$ cat config.mk
export PLATFORM = sky130hd
export DESIGN_NAME = fbc_ctrl
export DESIGN_NICKNAME = d
export VERILOG_FILES = /design/src/fbc_pkg.sv /design/src/fbc_ctrl.sv
export SDC_FILE = /design/constraint.sdc
export NUM_CORES = 1
export LEC_CHECK = 0
export CAP_MARGIN = 5
export CORE_MARGIN = 2
export CORE_UTILIZATION = 65
export CTS_BUF_LIST = sky130_fd_sc_hd__clkbuf_16
export DETAILED_ROUTE_END_ITERATION = 7
export DONT_BUFFER_PORTS = 1
export GPL_TIMING_DRIVEN = 0
export PLACE_DENSITY = 0.81
export SYNTH_ARGS = -nofsm -noshare
export SYNTH_HDL_FRONTEND = slang
export SYNTH_SLANG_ARGS = --single-unit
$ cat constraint.sdc
create_clock -name clk_i -period 4.8 [get_ports clk_i]
set_input_delay 0 -clock clk_i [delete_from_list [all_inputs] [get_ports clk_i]]
set_output_delay 0 -clock clk_i [all_outputs]
set_load 0.01 [all_outputs]
$ cat src/fbc_pkg.sv
// Constants and carrier types for the flash bus controller.
// Assumes a 125 MHz system clock and an asynchronous NOR flash outside.
package fbc_pkg;

	localparam int CLK_MHZ         = 125;
	localparam int T_ADDR_ACC_NS   = 100;
	localparam int T_SEL_ACC_NS    = 100;
	localparam int T_PAGE_ACC_NS   = 35;
	localparam int T_RST_PULSE_NS  = 500;
	localparam int T_WR_PULSE_NS   = 35;
	// Least times round up to whole cycles
	localparam int ADDR_ACC_CYC  = (T_ADDR_ACC_NS * CLK_MHZ + 999) / 1000;
	localparam int SEL_ACC_CYC   = (T_SEL_ACC_NS * CLK_MHZ + 999) / 1000;
	localparam int PAGE_ACC_CYC  = (T_PAGE_ACC_NS * CLK_MHZ + 999) / 1000;
	localparam int RST_PULSE_CYC = (T_RST_PULSE_NS * CLK_MHZ + 999) / 1000;
	localparam int WR_PULSE_CYC  = (T_WR_PULSE_NS * CLK_MHZ + 999) / 1000;
	// Data hold after the write strobe, a chosen margin
	localparam int WR_REC_CYC    = 2;
	localparam int FULL_ACC_CYC  = (ADDR_ACC_CYC > SEL_ACC_CYC) ?
		ADDR_ACC_CYC : SEL_ACC_CYC;

	localparam int ADDR_W       = 22;
	localparam int DATA_W       = 16;
	localparam int WORD_SEL_W   = 2;
	localparam int BUF_MAX_WORDS = 16;
	localparam int CNT_W        = 8;

	typedef enum logic [1:0] {
		FBC_OP_READ,
		FBC_OP_WRITE,
		FBC_OP_RESET
	} fbc_op_t;

	typedef struct packed {
		fbc_op_t             op;
		logic [ADDR_W-1:0]   addr;
		logic [DATA_W-1:0]   data;
	} fbc_req_t;

	typedef struct packed {
		logic                ce_n;
		logic                oe_n;
		logic                we_n;
		logic                rst_n;
		logic                accel_hv;
		logic [ADDR_W-1:0]   addr;
	} fbc_pins_t;

endpackage

$ cat src/fbc_ctrl.sv
// Host controller that drives a NOR flash through its async pins.
// Assumes the flash data bus is a split in/out/enable triple.
module fbc_ctrl #(
	parameter int FULL_CYC  = fbc_pkg::FULL_ACC_CYC,
	parameter int PAGE_CYC  = fbc_pkg::PAGE_ACC_CYC,
	parameter int RST_CYC   = fbc_pkg::RST_PULSE_CYC,
	parameter int WR_CYC    = fbc_pkg::WR_PULSE_CYC,
	parameter int IDLE_CYC  = fbc_pkg::WR_REC_CYC
) (
	// Clock and reset
	input  wire logic                       clk_i,
	input  wire logic                       sys_rst_i,
	input  wire logic                       clk_en_i,
	// Request side
	input  wire logic                       req_valid_i,
	input  wire fbc_pkg::fbc_req_t          req_i,
	input  wire logic                       accel_en_i,
	output logic                            req_ready_o,
	output logic                            rd_valid_o,
	output logic [fbc_pkg::DATA_W-1:0]      rd_data_o,
	// Flash pins
	output fbc_pkg::fbc_pins_t              pins_o,
	input  wire logic [fbc_pkg::DATA_W-1:0] flash_dq_i,
	output logic [fbc_pkg::DATA_W-1:0]      flash_dq_o,
	output logic                            flash_dq_oe_n_o
);

	// Read waits add two synchroniser cycles to an 8-bit counter
	if (FULL_CYC < 1 || PAGE_CYC < 1 || RST_CYC < 1 || WR_CYC < 1 ||
		IDLE_CYC < 1 || FULL_CYC > 254 || RST_CYC > 255 ||
		PAGE_CYC > FULL_CYC || WR_CYC > 255 || IDLE_CYC > 255)
	begin : g_bad_cycles
		$error("fbc_ctrl: cycle counts out of range");
	end

	typedef enum logic [2:0] {
		FBC_IDLE,
		FBC_READ,
		FBC_WRITE,
		FBC_WREC,
		FBC_RESET
	} fbc_state_t;

	localparam int AW = fbc_pkg::ADDR_W;
	localparam int WS = fbc_pkg::WORD_SEL_W;

	fbc_state_t                  state_r, state_nxt;
	logic [fbc_pkg::CNT_W-1:0]   cnt_r, cnt_nxt;
	logic                        page_ok_r, page_ok_nxt;
	logic [AW-WS-1:0]            page_r, page_nxt;
	fbc_pkg::fbc_pins_t          pins_r, pins_nxt;
	logic                        ready_r, ready_nxt;
	logic                        rv_r, rv_nxt;
	logic [fbc_pkg::DATA_W-1:0]  rd_r, rd_nxt, dq_r, dq_nxt;
	logic                        dq_oe_n_r, dq_oe_n_nxt;
	logic [fbc_pkg::DATA_W-1:0]  dq_s1_r, dq_s2_r, dq_s3_r;
	logic [fbc_pkg::CNT_W-1:0]   rst_len_r;

	function automatic logic [fbc_pkg::CNT_W-1:0] cyc(input int n);
		cyc = fbc_pkg::CNT_W'(n - 1);
	endfunction

	// Request decode
	wire                take     = ready_r & req_valid_i;
	wire [AW-WS-1:0]    req_page = req_i.addr[AW-1:WS];
	wire                same_pg  = page_ok_r & (req_page == page_r);
	wire                cnt_done = (cnt_r == '0);
	// Stable sampled data: second and third stage agree
	wire                dq_ok    = (dq_s2_r == dq_s3_r);

	always_comb
	begin
		state_nxt   = state_r;
		cnt_nxt     = cnt_r;
		page_ok_nxt = page_ok_r;
		page_nxt    = page_r;
		pins_nxt    = pins_r;
		ready_nxt   = ready_r;
		rv_nxt      = 1'b0;
		rd_nxt      = rd_r;
		dq_nxt      = dq_r;
		dq_oe_n_nxt = dq_oe_n_r;
		case (state_r)
			FBC_IDLE:
			begin
				if (take)
				begin
					ready_nxt      = 1'b0;
					pins_nxt.addr  = req_i.addr;
					case (req_i.op)
						fbc_pkg::FBC_OP_WRITE:
						begin
							pins_nxt.ce_n  = 1'b0;
							pins_nxt.we_n  = 1'b0;
							pins_nxt.oe_n  = 1'b1;
							dq_nxt         = req_i.data;
							dq_oe_n_nxt    = 1'b0;
							// high voltage only for accel program
							pins_nxt.accel_hv = accel_en_i;
							page_ok_nxt    = 1'b0;
							cnt_nxt        = cyc(WR_CYC);
							state_nxt      = FBC_WRITE;
						end
						fbc_pkg::FBC_OP_RESET:
						begin
							pins_nxt.rst_n = 1'b0;
							pins_nxt.ce_n  = 1'b1;
							pins_nxt.oe_n  = 1'b1;
							pins_nxt.accel_hv = 1'b0;
							page_ok_nxt    = 1'b0;
							cnt_nxt        = cyc(RST_CYC);
							state_nxt      = FBC_RESET;
						end
						default:
						begin
							pins_nxt.ce_n  = 1'b0;
							pins_nxt.oe_n  = 1'b0;
							pins_nxt.we_n  = 1'b1;
							pins_nxt.accel_hv = 1'b0;
							// page hit uses the short wait
							cnt_nxt   = same_pg ? cyc(PAGE_CYC + 2)
								: cyc(FULL_CYC + 2);
							page_nxt    = req_page;
							page_ok_nxt = 1'b1;
							state_nxt   = FBC_READ;
						end
					endcase
				end
				else if (!pins_r.ce_n && pins_r.oe_n == 1'b0)
				begin
					// Hold selected so page state survives idle gaps
					pins_nxt.ce_n = 1'b0;
				end
			end
			FBC_READ:
			begin
				// Extra two cycles cover the input synchroniser
				if (cnt_done)
				begin
					rd_nxt    = dq_s3_r;
					rv_nxt    = dq_ok;
					if (dq_ok)
					begin
						ready_nxt = 1'b1;
						state_nxt = FBC_IDLE;
					end
				end
				else
					cnt_nxt = cnt_r - 1'b1;
			end
			FBC_WRITE:
			begin
				if (cnt_done)
				begin
					// releasing chip enable forces a full access next
					pins_nxt.we_n = 1'b1;
					pins_nxt.ce_n = 1'b1;
					cnt_nxt       = cyc(IDLE_CYC);
					state_nxt     = FBC_WREC;
				end
				else
					cnt_nxt = cnt_r - 1'b1;
			end
			FBC_WREC:
			begin
				if (cnt_done)
				begin
					// drop high voltage before going idle
					pins_nxt.accel_hv = 1'b0;
					dq_oe_n_nxt = 1'b1;
					ready_nxt   = 1'b1;
					state_nxt   = FBC_IDLE;
				end
				else
					cnt_nxt = cnt_r - 1'b1;
			end
			FBC_RESET:
			begin
				if (cnt_done)
				begin
					// device back in array read; caller reissues
					pins_nxt.rst_n = 1'b1;
					ready_nxt      = 1'b1;
					state_nxt      = FBC_IDLE;
				end
				else
					cnt_nxt = cnt_r - 1'b1;
			end
			default:
				state_nxt = FBC_IDLE;
		endcase
	end

	always_ff @(posedge clk_i)
	begin
		if (sys_rst_i)
		begin
			state_r   <= FBC_IDLE;
			cnt_r     <= '0;
			page_ok_r <= 1'b0;
			page_r    <= '0;
			pins_r    <= '{ce_n: 1'b1, oe_n: 1'b1, we_n: 1'b1, rst_n: 1'b1,
				accel_hv: 1'b0, addr: '0};
			ready_r   <= 1'b0;
			rv_r      <= 1'b0;
			rd_r      <= '0;
			dq_r      <= '0;
			dq_oe_n_r <= 1'b1;
			dq_s1_r   <= '0;
			dq_s2_r   <= '0;
			dq_s3_r   <= '0;
		end
		else if (clk_en_i)
		begin
			state_r   <= state_nxt;
			cnt_r     <= cnt_nxt;
			page_ok_r <= page_ok_nxt;
			page_r    <= page_nxt;
			pins_r    <= pins_nxt;
			ready_r   <= (state_r == FBC_IDLE && !ready_r) ? 1'b1 : ready_nxt;
			rv_r      <= rv_nxt;
			rd_r      <= rd_nxt;
			dq_r      <= dq_nxt;
			dq_oe_n_r <= dq_oe_n_nxt;
			dq_s1_r   <= flash_dq_i;
			dq_s2_r   <= dq_s1_r;
			dq_s3_r   <= dq_s2_r;
		end
	end

	assign req_ready_o     = ready_r;
	assign rd_valid_o      = rv_r;
	assign rd_data_o       = rd_r;
	assign pins_o          = pins_r;
	assign flash_dq_o      = dq_r;
	assign flash_dq_oe_n_o = dq_oe_n_r;

	// Helper: cycles the flash reset pin has stayed low
	always_ff @(posedge clk_i)
	begin
		if (sys_rst_i)
			rst_len_r <= '0;
		else if (clk_en_i)
			rst_len_r <= pins_r.rst_n ? '0 : rst_len_r + 1'b1;
	end
endmodule

Word-level counts from Yosys, hierarchy flattened. Cells that the tools add are included.

Memories kept: 0. Output and inout bits: 62. Logic and storage cells: 110. RAM bits: 0. Bits in latches: 0. Input port bits: 61. Memory bits (read-only): 0. Bits in registers: 142.

Order comparisons: 0. Reductions and logical operators: 26. Mux-type cells: 37. Multiply operators: 0. Add/subtract/negate cells: 1. Shift operators: 0. Bitwise logic cells: 4. Eq/ne operators: 24. Divide/modulo/power cells: 0.

Operators by type and width (count): $mux 25 (1); $mux 8 (3); $pmux 8 s3 (1); $eq 20x20->1 (1); $reduce_and 4->1 (5); $eq 16x16->1 (1); $ne 2x2->1 const B (8); $mux 1 (15); $mux 3 (5); $reduce_and 5->1 (3); $pmux 1 s2 (6); $pmux 3 s4 (1); $pmux 6 s2 (1); $reduce_and 6->1 (2); $ne 3x3->1 const B (3); $logic_not 8->1 (1); $sub 8x1->8 const B (1); $eq 3x2->1 const B (2); $ne 2x1->1 const B (3); $pmux 3 s2 (1); $reduce_and 3->1 (2); $reduce_bool 2->1 (3); $mux 4 (1); $pmux 2 s2 (1); other kinds (16) (21).

Longest topological paths before layout. Gate-level depths: netlist of the first run.

Word-level depth: 6. Depth in mapped cells: 9. Depth with buffers taken out: 8.

Worst setup path after synthesis of the first run. OpenSTA, ideal clock, no wires.

Kind: register to register. Start: register cnt_r[0] (netlist name). End: register ready_r (netlist: req_ready_o). Data arrival time: 1.845 ns. Buffers on the path: 1. Slack: 2.868 ns. Data required time: 4.713 ns. Clock period less this slack: 1.932 ns. Cell stages (with the launch flop): 10. Path through: dfxtp_1 inv_1 ha_1 nor4b_4 and2_2 buf_2 nand3_1 a21oi_1 or4b_2 o31ai_1.

Cells in the longest elaborated chain, start to end: 3. Elaborated cells between the ends (all ways): 4.

Ends and longest elaborated chain: start: declaration (line fbc_ctrl.sv:48) `logic [fbc_pkg::CNT_W-1:0] cnt_r, cnt_nxt;`; start signal: assignment (line fbc_ctrl.sv:216) `cnt_r <= cnt_nxt;`; $logic_not 8->1 (*) (line fbc_ctrl.sv:67) `wire cnt_done = (cnt_r == '0);`; $ne 3x3->1 (no line) / $ne 3x1->1 (equally long branches); $reduce_and 6->1 (no line) (*); end signal: assignment (line fbc_ctrl.sv:220) `ready_r <= (state_r == FBC_IDLE && !ready_r) ? 1'b1 : ready_nxt;`; end: declaration (line fbc_ctrl.sv:52) `logic ready_r, ready_nxt;`.

Mark *: on every way between the ends. The rest lies on a longest branch, timed or not. A chain may end at the register's enable or synchronous reset.

Worst setup path after layout of the first run.
Start: register cnt_r[0] (netlist name). End: register rd_r, in the netlist rd_data_o[7].

Cells in the longest elaborated chain, start to end: 2.

Ends and longest elaborated chain: $logic_not 8->1 (line fbc_ctrl.sv:67); $reduce_and 3->1 (no line); end signal: assignment (line fbc_ctrl.sv:222) `rd_r <= rd_nxt;`; end: declaration (line fbc_ctrl.sv:54) `logic [fbc_pkg::DATA_W-1:0] rd_r, rd_nxt, dq_r, dq_nxt;`.

No other way between the ends.

==> summary.json, run 1 <==
{
  "cts_tree": "yes",
  "io_buffer_count": 0,
  "worst_setup_path_start_kind": "flip-flop",
  "setup_viol": 0,
  "drt-initial-drc-count": 311,
  "yosys.area_share.xor_xnor": 0.05515,
  "yosysTopAreaCell": "sky130_fd_sc_hd__dfxtp_1",
  "instances_no_fill": 869,
  "die_height_microns": 99.08,
  "critical_setup_path_kind": "reg -> reg",
  "syn_inst": 674,
  "intPower_mw": 2.185,
  "synth.yosys.warnings": 0,
  "place_inst": 782,
  "clockRootBuffer": "sky130_fd_sc_hd__clkbuf_16",
  "fin_tns_setup_ps": 0,
  "postLayoutCoreUtil": 0.8157,
  "gpl.final_weighted_congestion": 0.9265,
  "clkSlewWorstSetupHoldPaths_ps": 60,
  "power_frac_comb": 0.139,
  "setup_repair_after_global_routing_missed_its_margin": "no",
  "fillerInstances": 522,
  "floorplan.core_area_sq_um": 8763,
  "worst-path-max-fanout": 10,
  "clock_latency_ps": 420,
  "post_synth_main_area_contributors": "sky130_fd_sc_hd__dfxtp_1 48%, sky130_fd_sc_hd__mux2i_1 11%, sky130_fd_sc_hd__nand2_1 8.6%",
  "grt_usage": 0.3226,
  "numClockSinks": 142,
  "post-cts-setup-buffers": 0,
  "route.detailed.wl_per_inst_microns": 17.99,
  "fin_area_sq_um": 7148,
  "pin_count_of_the_biggest_net_entering_global_routing": 17,
  "first_global_vias": 5198,
  "clock.fmax_mhz": 432.5,
  "number_of_synthesized_flops_with_an_enable_pin": 0,
  "switching_share": 0.2798,
  "slew-limit-headroom": 0.5069,
  "ys_ff_latch": 142,
  "timing.critical_path.slowest_stage_cell": "sky130_fd_sc_hd__or3_1",
  "sequential_fraction_of_the_synthesis_area": 0.4838,
  "synth_fp_nets": 738,
  "cp_cell_sequence": "inv_1 > ha_1 > nor4b_4 > nand2_2 > or3_1 > buf_6 > buf_12 > mux2i_1 > nor2_1",
  "cts.repair.resized": 0,
  "dominant_combinational_cell_family_by_area_after_synthesis": "simple AND/OR/NAND/NOR gates",
  "area_enclosed_by_the_die_boundary_sq_um": 9816,
  "worst_path_largest_cell_delay_ps": 420,
  "clock_tree.buffer_depth": 2,
  "dpl-instance-area_sq_um": 6011,
  "die-width_microns": 99.08,
  "tritoncts_buffer_count": 17,
  "synthSimpleGateAreaFrac": 0.1895,
  "gr-total-overflow": 0,
  "grt_first_pass_wirelength_mm": 25.19,
  "synth_area_in_compound_gates": 0.1131,
  "dr.pass1.iters": 5,
  "pwr-share-seq": 0.427,
  "floorplan.initialDensity": 0.6705,
  "finalWorstPathRequiredPeriod_ps": 2312,
  "min_period_over_period": 0.4817,
  "ys_dominant_reg_cell": "sky130_fd_sc_hd__dfxtp_1",
  "final_layout_size_suffix_gt1_frac": 0.07227,
  "vias_per_cell": 5.952,
  "asyncSetResetFlopFracSynth": 0,
  "num_vias": 5172,
  "synthMuxAreaShare": 0.1107,
  "synthToLayoutAreaGrowth_pct": 21.66,
  "initial_antenna_violation_count": 0,
  "cp_data_required_time_ps": 5090,
  "clkPwrFrac": 0.433,
  "register_cell_area_after_layout_sq_um": 2843,
  "hold_path.class": "in -> reg",
  "placement_rows": 34,
  "htree_num_levels": 4,
  "power.switching_mw": 0.8490,
  "worst_pin_slew_ps": 732.8,
  "maxCapViolCount": 0,
  "pd_cells_nw_per_um2": 424.5,
  "yosysUniqueCellTypes": 52,
  "synth_area_per_cell_sq_um": 8.718,
  "top_level_ports": 123,
  "routed_wl_mm": 15.63,
  "cp-end-kind": "flip-flop",
  "synth.top_cell.area_share": 0.4838,
  "report.final.hold_viol_count": 0,
  "synthesis.area_sq_um": 5876,
  "antenna_cells": 0,
  "placed_wire_length_estimate_mm": 9.880,
  "static_leakage_nw": 2.796,
  "vdd_drop_max_uv": 289.8,
  "timing.clock.skew_ps": 11.09,
  "slew_violations": 0,
  "post_synth_fa_ha_maj_area_fraction": 0.006388,
  "final_net_count": 812,
  "arrival_time_worst_endpoint_ps": 2600,
  "route.detailed.drc": 0,
  "status": "complete, no violations",
  "antenna_viol_nets_final": 0,
  "multi_input_area_sq_um": 2790
}
[cell usage in the layout (no fill, tap or decap), types with 3 or more instances in the layout]
cell and count:
sky130_fd_sc_hd__mux2i_1 65, sky130_fd_sc_hd__clkbuf_1 26, sky130_fd_sc_hd__nand4_1 9, sky130_fd_sc_hd__a21oi_1 76, sky130_fd_sc_hd__dfxtp_1 142, sky130_fd_sc_hd__a22oi_1 3
sky130_fd_sc_hd__nand3_1 4, sky130_fd_sc_hd__inv_1 10, sky130_fd_sc_hd__nand2_1 135, sky130_fd_sc_hd__nor3_1 4, sky130_fd_sc_hd__dlygate4sd3_1 55, sky130_fd_sc_hd__xnor2_1 34
sky130_fd_sc_hd__buf_2 10, sky130_fd_sc_hd__nor2b_1 3, sky130_fd_sc_hd__nor4_1 4, sky130_fd_sc_hd__o21ai_0 17, sky130_fd_sc_hd__ha_1 3, sky130_fd_sc_hd__xor2_1 3
sky130_fd_sc_hd__clkbuf_16 17, sky130_fd_sc_hd__inv_6 5, sky130_fd_sc_hd__and2_1 3, sky130_fd_sc_hd__nor2_1 80
[cell families (layout without fill, tap and decap cells)]
family,count (synthesis),after routing
buf+inv,51,138
mux,65,65
compound gates,118,118
simple gates,258,258
xor+xnor,37,37
fa+ha+maj,3,3
flops,142,142
[sequential cells by signal (all words and copies together) (netlist names)]
name and count:
cnt_r 8, dq_s1_r 16, dq_s2_r 16, dq_s3_r 16, flash_dq_o 16, flash_dq_oe_n_o 1, page_ok_r 1, page_r 20
pins_o 27, rd_data_o 16, rd_valid_o 1, req_ready_o 1, state_r 3
[final timing paths]
kind                                   from      endpoint  slack (ps)  cells past startpoint
worst min-delay path            req_valid_i    pins_o[22]          40                      3
worst max register to register     cnt_r[0]  rd_data_o[7]        2490                      9
worst max-delay path               cnt_r[0]  rd_data_o[7]        2490                      9
worst min register to register    page_ok_r     page_ok_r         460                      2
[synth_stat cells, types with 2 or more instances]
| cell | number |
|---|---|
| sky130_fd_sc_hd__dfxtp_1 | 142 |
| sky130_fd_sc_hd__nand2_1 | 135 |
| sky130_fd_sc_hd__nor2_1 | 80 |
| sky130_fd_sc_hd__a21oi_1 | 76 |
| sky130_fd_sc_hd__mux2i_1 | 65 |
| sky130_fd_sc_hd__xnor2_1 | 34 |
| sky130_fd_sc_hd__clkbuf_1 | 26 |
| sky130_fd_sc_hd__o21ai_0 | 17 |
| sky130_fd_sc_hd__buf_2 | 10 |
| sky130_fd_sc_hd__inv_1 | 9 |
| sky130_fd_sc_hd__nand4_1 | 9 |
| sky130_fd_sc_hd__nand3_1 | 4 |
| sky130_fd_sc_hd__nor3_1 | 4 |
| sky130_fd_sc_hd__nor4_1 | 4 |
| sky130_fd_sc_hd__a22oi_1 | 3 |
| sky130_fd_sc_hd__and2_1 | 3 |
| sky130_fd_sc_hd__ha_1 | 3 |
| sky130_fd_sc_hd__nor2b_1 | 3 |
| sky130_fd_sc_hd__xor2_1 | 3 |
| sky130_fd_sc_hd__a211o_1 | 2 |
| sky130_fd_sc_hd__a31oi_1 | 2 |
| sky130_fd_sc_hd__buf_4 | 2 |
| sky130_fd_sc_hd__buf_6 | 2 |
| sky130_fd_sc_hd__nand2b_1 | 2 |
| sky130_fd_sc_hd__nor3b_1 | 2 |
| sky130_fd_sc_hd__o211ai_1 | 2 |
| sky130_fd_sc_hd__o31ai_1 | 2 |
| sky130_fd_sc_hd__o41ai_1 | 2 |
| sky130_fd_sc_hd__or3_1 | 2 |
| sky130_fd_sc_hd__or4b_2 | 2 |
[worst max-delay path, delay by kind of cell, from the launching register on]
kind / cells / cell delay (ps)
adders and majority gates: 1 / 230
DFF: 1 / 320
buffers and inverters: 3 / 430
muxes: 1 / 220
and+or+nand+nor: 4 / 970
[area by class of cell]
type | instances | area share
plain buffers | 42 | 0.02923
clock buffers | 17 | 0.05951
clock inverters | 15 | 0.02258
inverters | 9 | 0.004726
multi-input cells | 481 | 0.3903
flip-flops and latches | 142 | 0.3977
well taps | 108 | 0.01890
repair buffers | 55 | 0.07702
[timing repair]
action / CTS / global route
endpoints found under the hold margin: 75 / 0
setup endpoints to repair: 0 / 0
hold buffers: 55 / 0
[metrics by stage]
stage	worst slack [ps]	power, mW	hold slack (ps)
after CTS	2512	3.014	22.36
after floorplan	2868	1.599	136.0
after global routing	2375	3.132	49.95
after detailed placement	2612	1.687	142.5
after global placement	2612	1.674	137.4
final	2488	3.034	35.70
[per-layer routing]
layer | global-route usage | part of all wire | vias up | wire length (microns)
li1 | - | - | 2425 | -
met1 | 0.3578 | 0.38 | 2455 | 5902
met2 | 0.5821 | 0.51 | 241 | 8017
met3 | 0.08298 | 0.078 | 51 | 1224
met4 | 0.1370 | 0.031 | 0 | 484
met5 | 0 | 0 | - | 0
[power groups by stage]
stage | Clock (mW) | Combinational [mW] | Sequential [mW]
after floorplan | 0 | 0.293 | 1.31
after global placement | 0 | 0.357 | 1.32
after detailed placement | 0 | 0.367 | 1.32
after CTS | 1.31 | 0.411 | 1.29
after global routing | 1.36 | 0.466 | 1.30
final | 1.31 | 0.423 | 1.30
Note: power is estimated with default switching activity, not from simulation.
==> inputs of run 2 (changes only) <==
ABC_AREA = 1   (was unset)
CORE_UTILIZATION = 63   (was 65)
PLACE_DENSITY = 0.79   (was 0.81)
clock period = 2.35 ns   (was 4.8 ns; I/O delays follow)
==> run 2 against run 1 <==
Effect of this change: cell count grew 13%; sequential power grew 110%; worst hold slack improved by 2.9 ps; global-route usage decreased by 0.95 points; clock power grew 110%; synthesized cell count rose by 15%; critical path depth shrank 2; clock-buffer cell count stayed put; clock skew shrank 1.1 ps.
==> summary.json, run 2 <==
{
  "timing.critical_path.slowest_stage_cell": "sky130_fd_sc_hd__dlygate4sd3_1",
  "fillerInstances": 637,
  "synthToLayoutAreaGrowth_pct": 22.33,
  "yosysUniqueCellTypes": 33,
  "cp_data_required_time_ps": 2700,
  "routed_wl_mm": 15.74,
  "syn_inst": 778,
  "finalWorstPathRequiredPeriod_ps": 1842,
  "yosys.cell_count.top_type": "sky130_fd_sc_hd__dfxtp_1",
  "grt_first_pass_wirelength_mm": 25.05,
  "htree_num_levels": 4,
  "status": "complete, no violations",
  "worst_setup_path_start_kind": "input pin",
  "synth_fp_nets": 842,
  "route.detailed.wl_per_inst_microns": 16.10,
  "postLayoutCoreUtil": 0.7856,
  "synthesis.area_sq_um": 5849,
  "route.detailed.drc": 0,
  "critical-path-top-cell-by-count": "sky130_fd_sc_hd__clkbuf_1",
  "dr.pass1.iters": 6,
  "die_height_microns": 100.4,
  "setup_repair_after_global_routing_missed_its_margin": "no",
  "io_buffer_count": 0,
  "numClockSinks": 142,
  "layout_commonest_cell": "sky130_fd_sc_hd__dfxtp_1",
  "cp_cell_sequence": "dlygate4sd3_1 > buf_6 > inv_1 > clkbuf_1 > clkbuf_1 > o21ai_0 > nor2_1",
  "preCtsSetupSlack_ps": 601.9,
  "drt-initial-drc-count": 289,
  "cts-hold-fix-buffers": 57,
  "min_period_over_period": 0.7838,
  "worst_pin_slew_ps": 686.5,
  "cell_count_of_the_worst_reg_to_reg_path": 9,
  "placement_rows": 35,
  "cpLargestDelayFamily": "buffers and inverters",
  "slew-limit-headroom": 0.5423,
  "worst-path-max-fanout": 10,
  "final_net_count": 918,
  "cp-end-kind": "flip-flop",
  "grt_usage": 0.3131,
  "fin_tns_setup_ps": 0,
  "cts.repair.resized": 0,
  "antenna_cells": 0,
  "design_power_total_mw": 6.271,
  "placed_wire_length_estimate_mm": 10.08,
  "asyncSetResetFlopFracSynth": 0,
  "synth_commonest_cells": "142 x sky130_fd_sc_hd__dfxtp_1, 139 x sky130_fd_sc_hd__nor2_1, 121 x sky130_fd_sc_hd__o21ai_0, 92 x sky130_fd_sc_hd__nand2_1, 83 x sky130_fd_sc_hd__a21oi_1",
  "vias_per_cell": 5.716,
  "post_synth_main_area_contributors": "sky130_fd_sc_hd__dfxtp_1 49%, sky130_fd_sc_hd__o21ai_0 10%, sky130_fd_sc_hd__nor2_1 8.9%",
  "worst-path-buf-inv": 5,
  "die-width_microns": 100.4,
  "clock_latency_ps": 420,
  "area_enclosed_by_the_die_boundary_sq_um": 10070,
  "cts_tree": "yes",
  "arrival_time_worst_endpoint_ps": 2190,
  "tritoncts_buffer_count": 17,
  "clkSlewWorstSetupHoldPaths_ps": 60,
  "final.hold.worst_slack_ps": 38.60,
  "clock.fmax_mhz": 542.9,
  "vdd_drop_max_uv": 505.2,
  "yosysTopAreaCell": "sky130_fd_sc_hd__dfxtp_1",
  "floorplan.initialDensity": 0.6422,
  "ys_ff_latch": 142,
  "first_global_vias": 5519,
  "top_level_ports": 123,
  "layout.cells.most_common_list": "142 x sky130_fd_sc_hd__dfxtp_1, 139 x sky130_fd_sc_hd__nor2_1, 121 x sky130_fd_sc_hd__o21ai_0",
  "initial_antenna_violation_count": 0,
  "clockRootBuffer": "sky130_fd_sc_hd__clkbuf_16",
  "timing.clock.skew_ps": 9.970,
  "setup_viol": 0,
  "critical_setup_path_kind": "in -> reg",
  "sequential_fraction_of_the_synthesis_area": 0.4860,
  "maxCapViolCount": 0,
  "final_layout_size_suffix_gt1_frac": 0.08189,
  "slew_violations": 0,
  "clock_tree.buffer_depth": 2,
  "largest_register_ff_count": 27,
  "min_path_cells": 4,
  "cp.depth": 7,
  "synth.yosys.warnings": 0,
  "gr-total-overflow": 0,
  "gpl.final_weighted_congestion": 0.8447,
  "finalWorstSetupSlack_ps": 508.2,
  "synth.top_cell.area_share": 0.4860,
  "ys_dominant_reg_cell": "sky130_fd_sc_hd__dfxtp_1",
  "pd_cells_nw_per_um2": 876.4,
  "static_leakage_nw": 2.972,
  "post-cts-setup-buffers": 0,
  "pin_count_of_the_biggest_net_entering_global_routing": 17,
  "num_vias": 5590,
  "number_of_synthesized_flops_with_an_enable_pin": 0,
  "worst_path_largest_cell_delay_ps": 560,
  "report.final.hold_viol_count": 0,
  "antenna_viol_nets_final": 0,
  "floorplan.core_area_sq_um": 9109,
  "hold_path.class": "in -> reg",
  "synth_area_per_cell_sq_um": 7.518
}
[run 2: cell families (layout without fill, tap and decap cells)]
kind of cell               Yosys count  count (layout)  synth area share
and+or+nand+nor                    268             268            0.1917
adders and majority gates            3               3          0.006418
buffers and inverters              121             210           0.08642
xor gates and xnor gates            11              11           0.01647
DFF                                142             142            0.4860
AOI/OAI and AO/OA                  233             233            0.2131
[run 2: area by class of cell]
class / count / area [sq um] / share of cell area
buffer: 41 / 205.2 / 0.02868
clock buffer: 17 / 425.4 / 0.05945
clock inverter: 15 / 171.4 / 0.02396
inverter: 80 / 300.3 / 0.04197
multi-input combinational: 515 / 2501 / 0.3495
sequential: 142 / 2843 / 0.3973
tap: 111 / 138.9 / 0.01941
timing repair buffer: 57 / 570.5 / 0.07973
[run 2: per-layer routing]
metal  share of wire  track usage
met5               0            0
met4           0.026       0.1465
met1            0.39       0.3463
met3           0.081      0.07869
met2            0.50       0.5612
[run 2: worst register-to-register path, cell delays in order, from the launching register on]
cell                      delay (ps)
sky130_fd_sc_hd__dfxtp_1         340
sky130_fd_sc_hd__inv_1            90
sky130_fd_sc_hd__ha_1            210
sky130_fd_sc_hd__nand2_2         110
sky130_fd_sc_hd__nor2_4          230
sky130_fd_sc_hd__nand3_1         140
sky130_fd_sc_hd__inv_2           110
sky130_fd_sc_hd__buf_2           230
sky130_fd_sc_hd__o21ai_0         110
sky130_fd_sc_hd__a21oi_1         160
[run 2: worst paths after layout]
path                                 start        endpoint  slack (ps)
worst min register to register  page_r[18]      page_r[18]         480
worst min-delay path              clk_en_i        cnt_r[1]          40
worst max-delay path             sys_rst_i  flash_dq_o[15]         510
worst max register to register    cnt_r[0]    rd_data_o[4]         540
[run 2: power breakdown]
| part | internal, mW | switching, mW | leakage (nW) |
|---|---|---|---|
| clock network | 1.67 | 1.05 | 0.303 |
| logic | 0.321 | 0.532 | 1.51 |
| registers | 2.56 | 0.137 | 1.16 |
| total | 4.55 | 1.72 | 2.97 |
[run 2: stage by stage]
| stage | instances | area [sq um] |
|---|---|---|
| after floorplan | 778 | 5849 |
| after global placement | 889 | 5988 |
| after detailed placement | 889 | 5988 |
| after CTS | 978 | 7156 |
| after global routing | 978 | 7156 |
| final | 978 | 7156 |
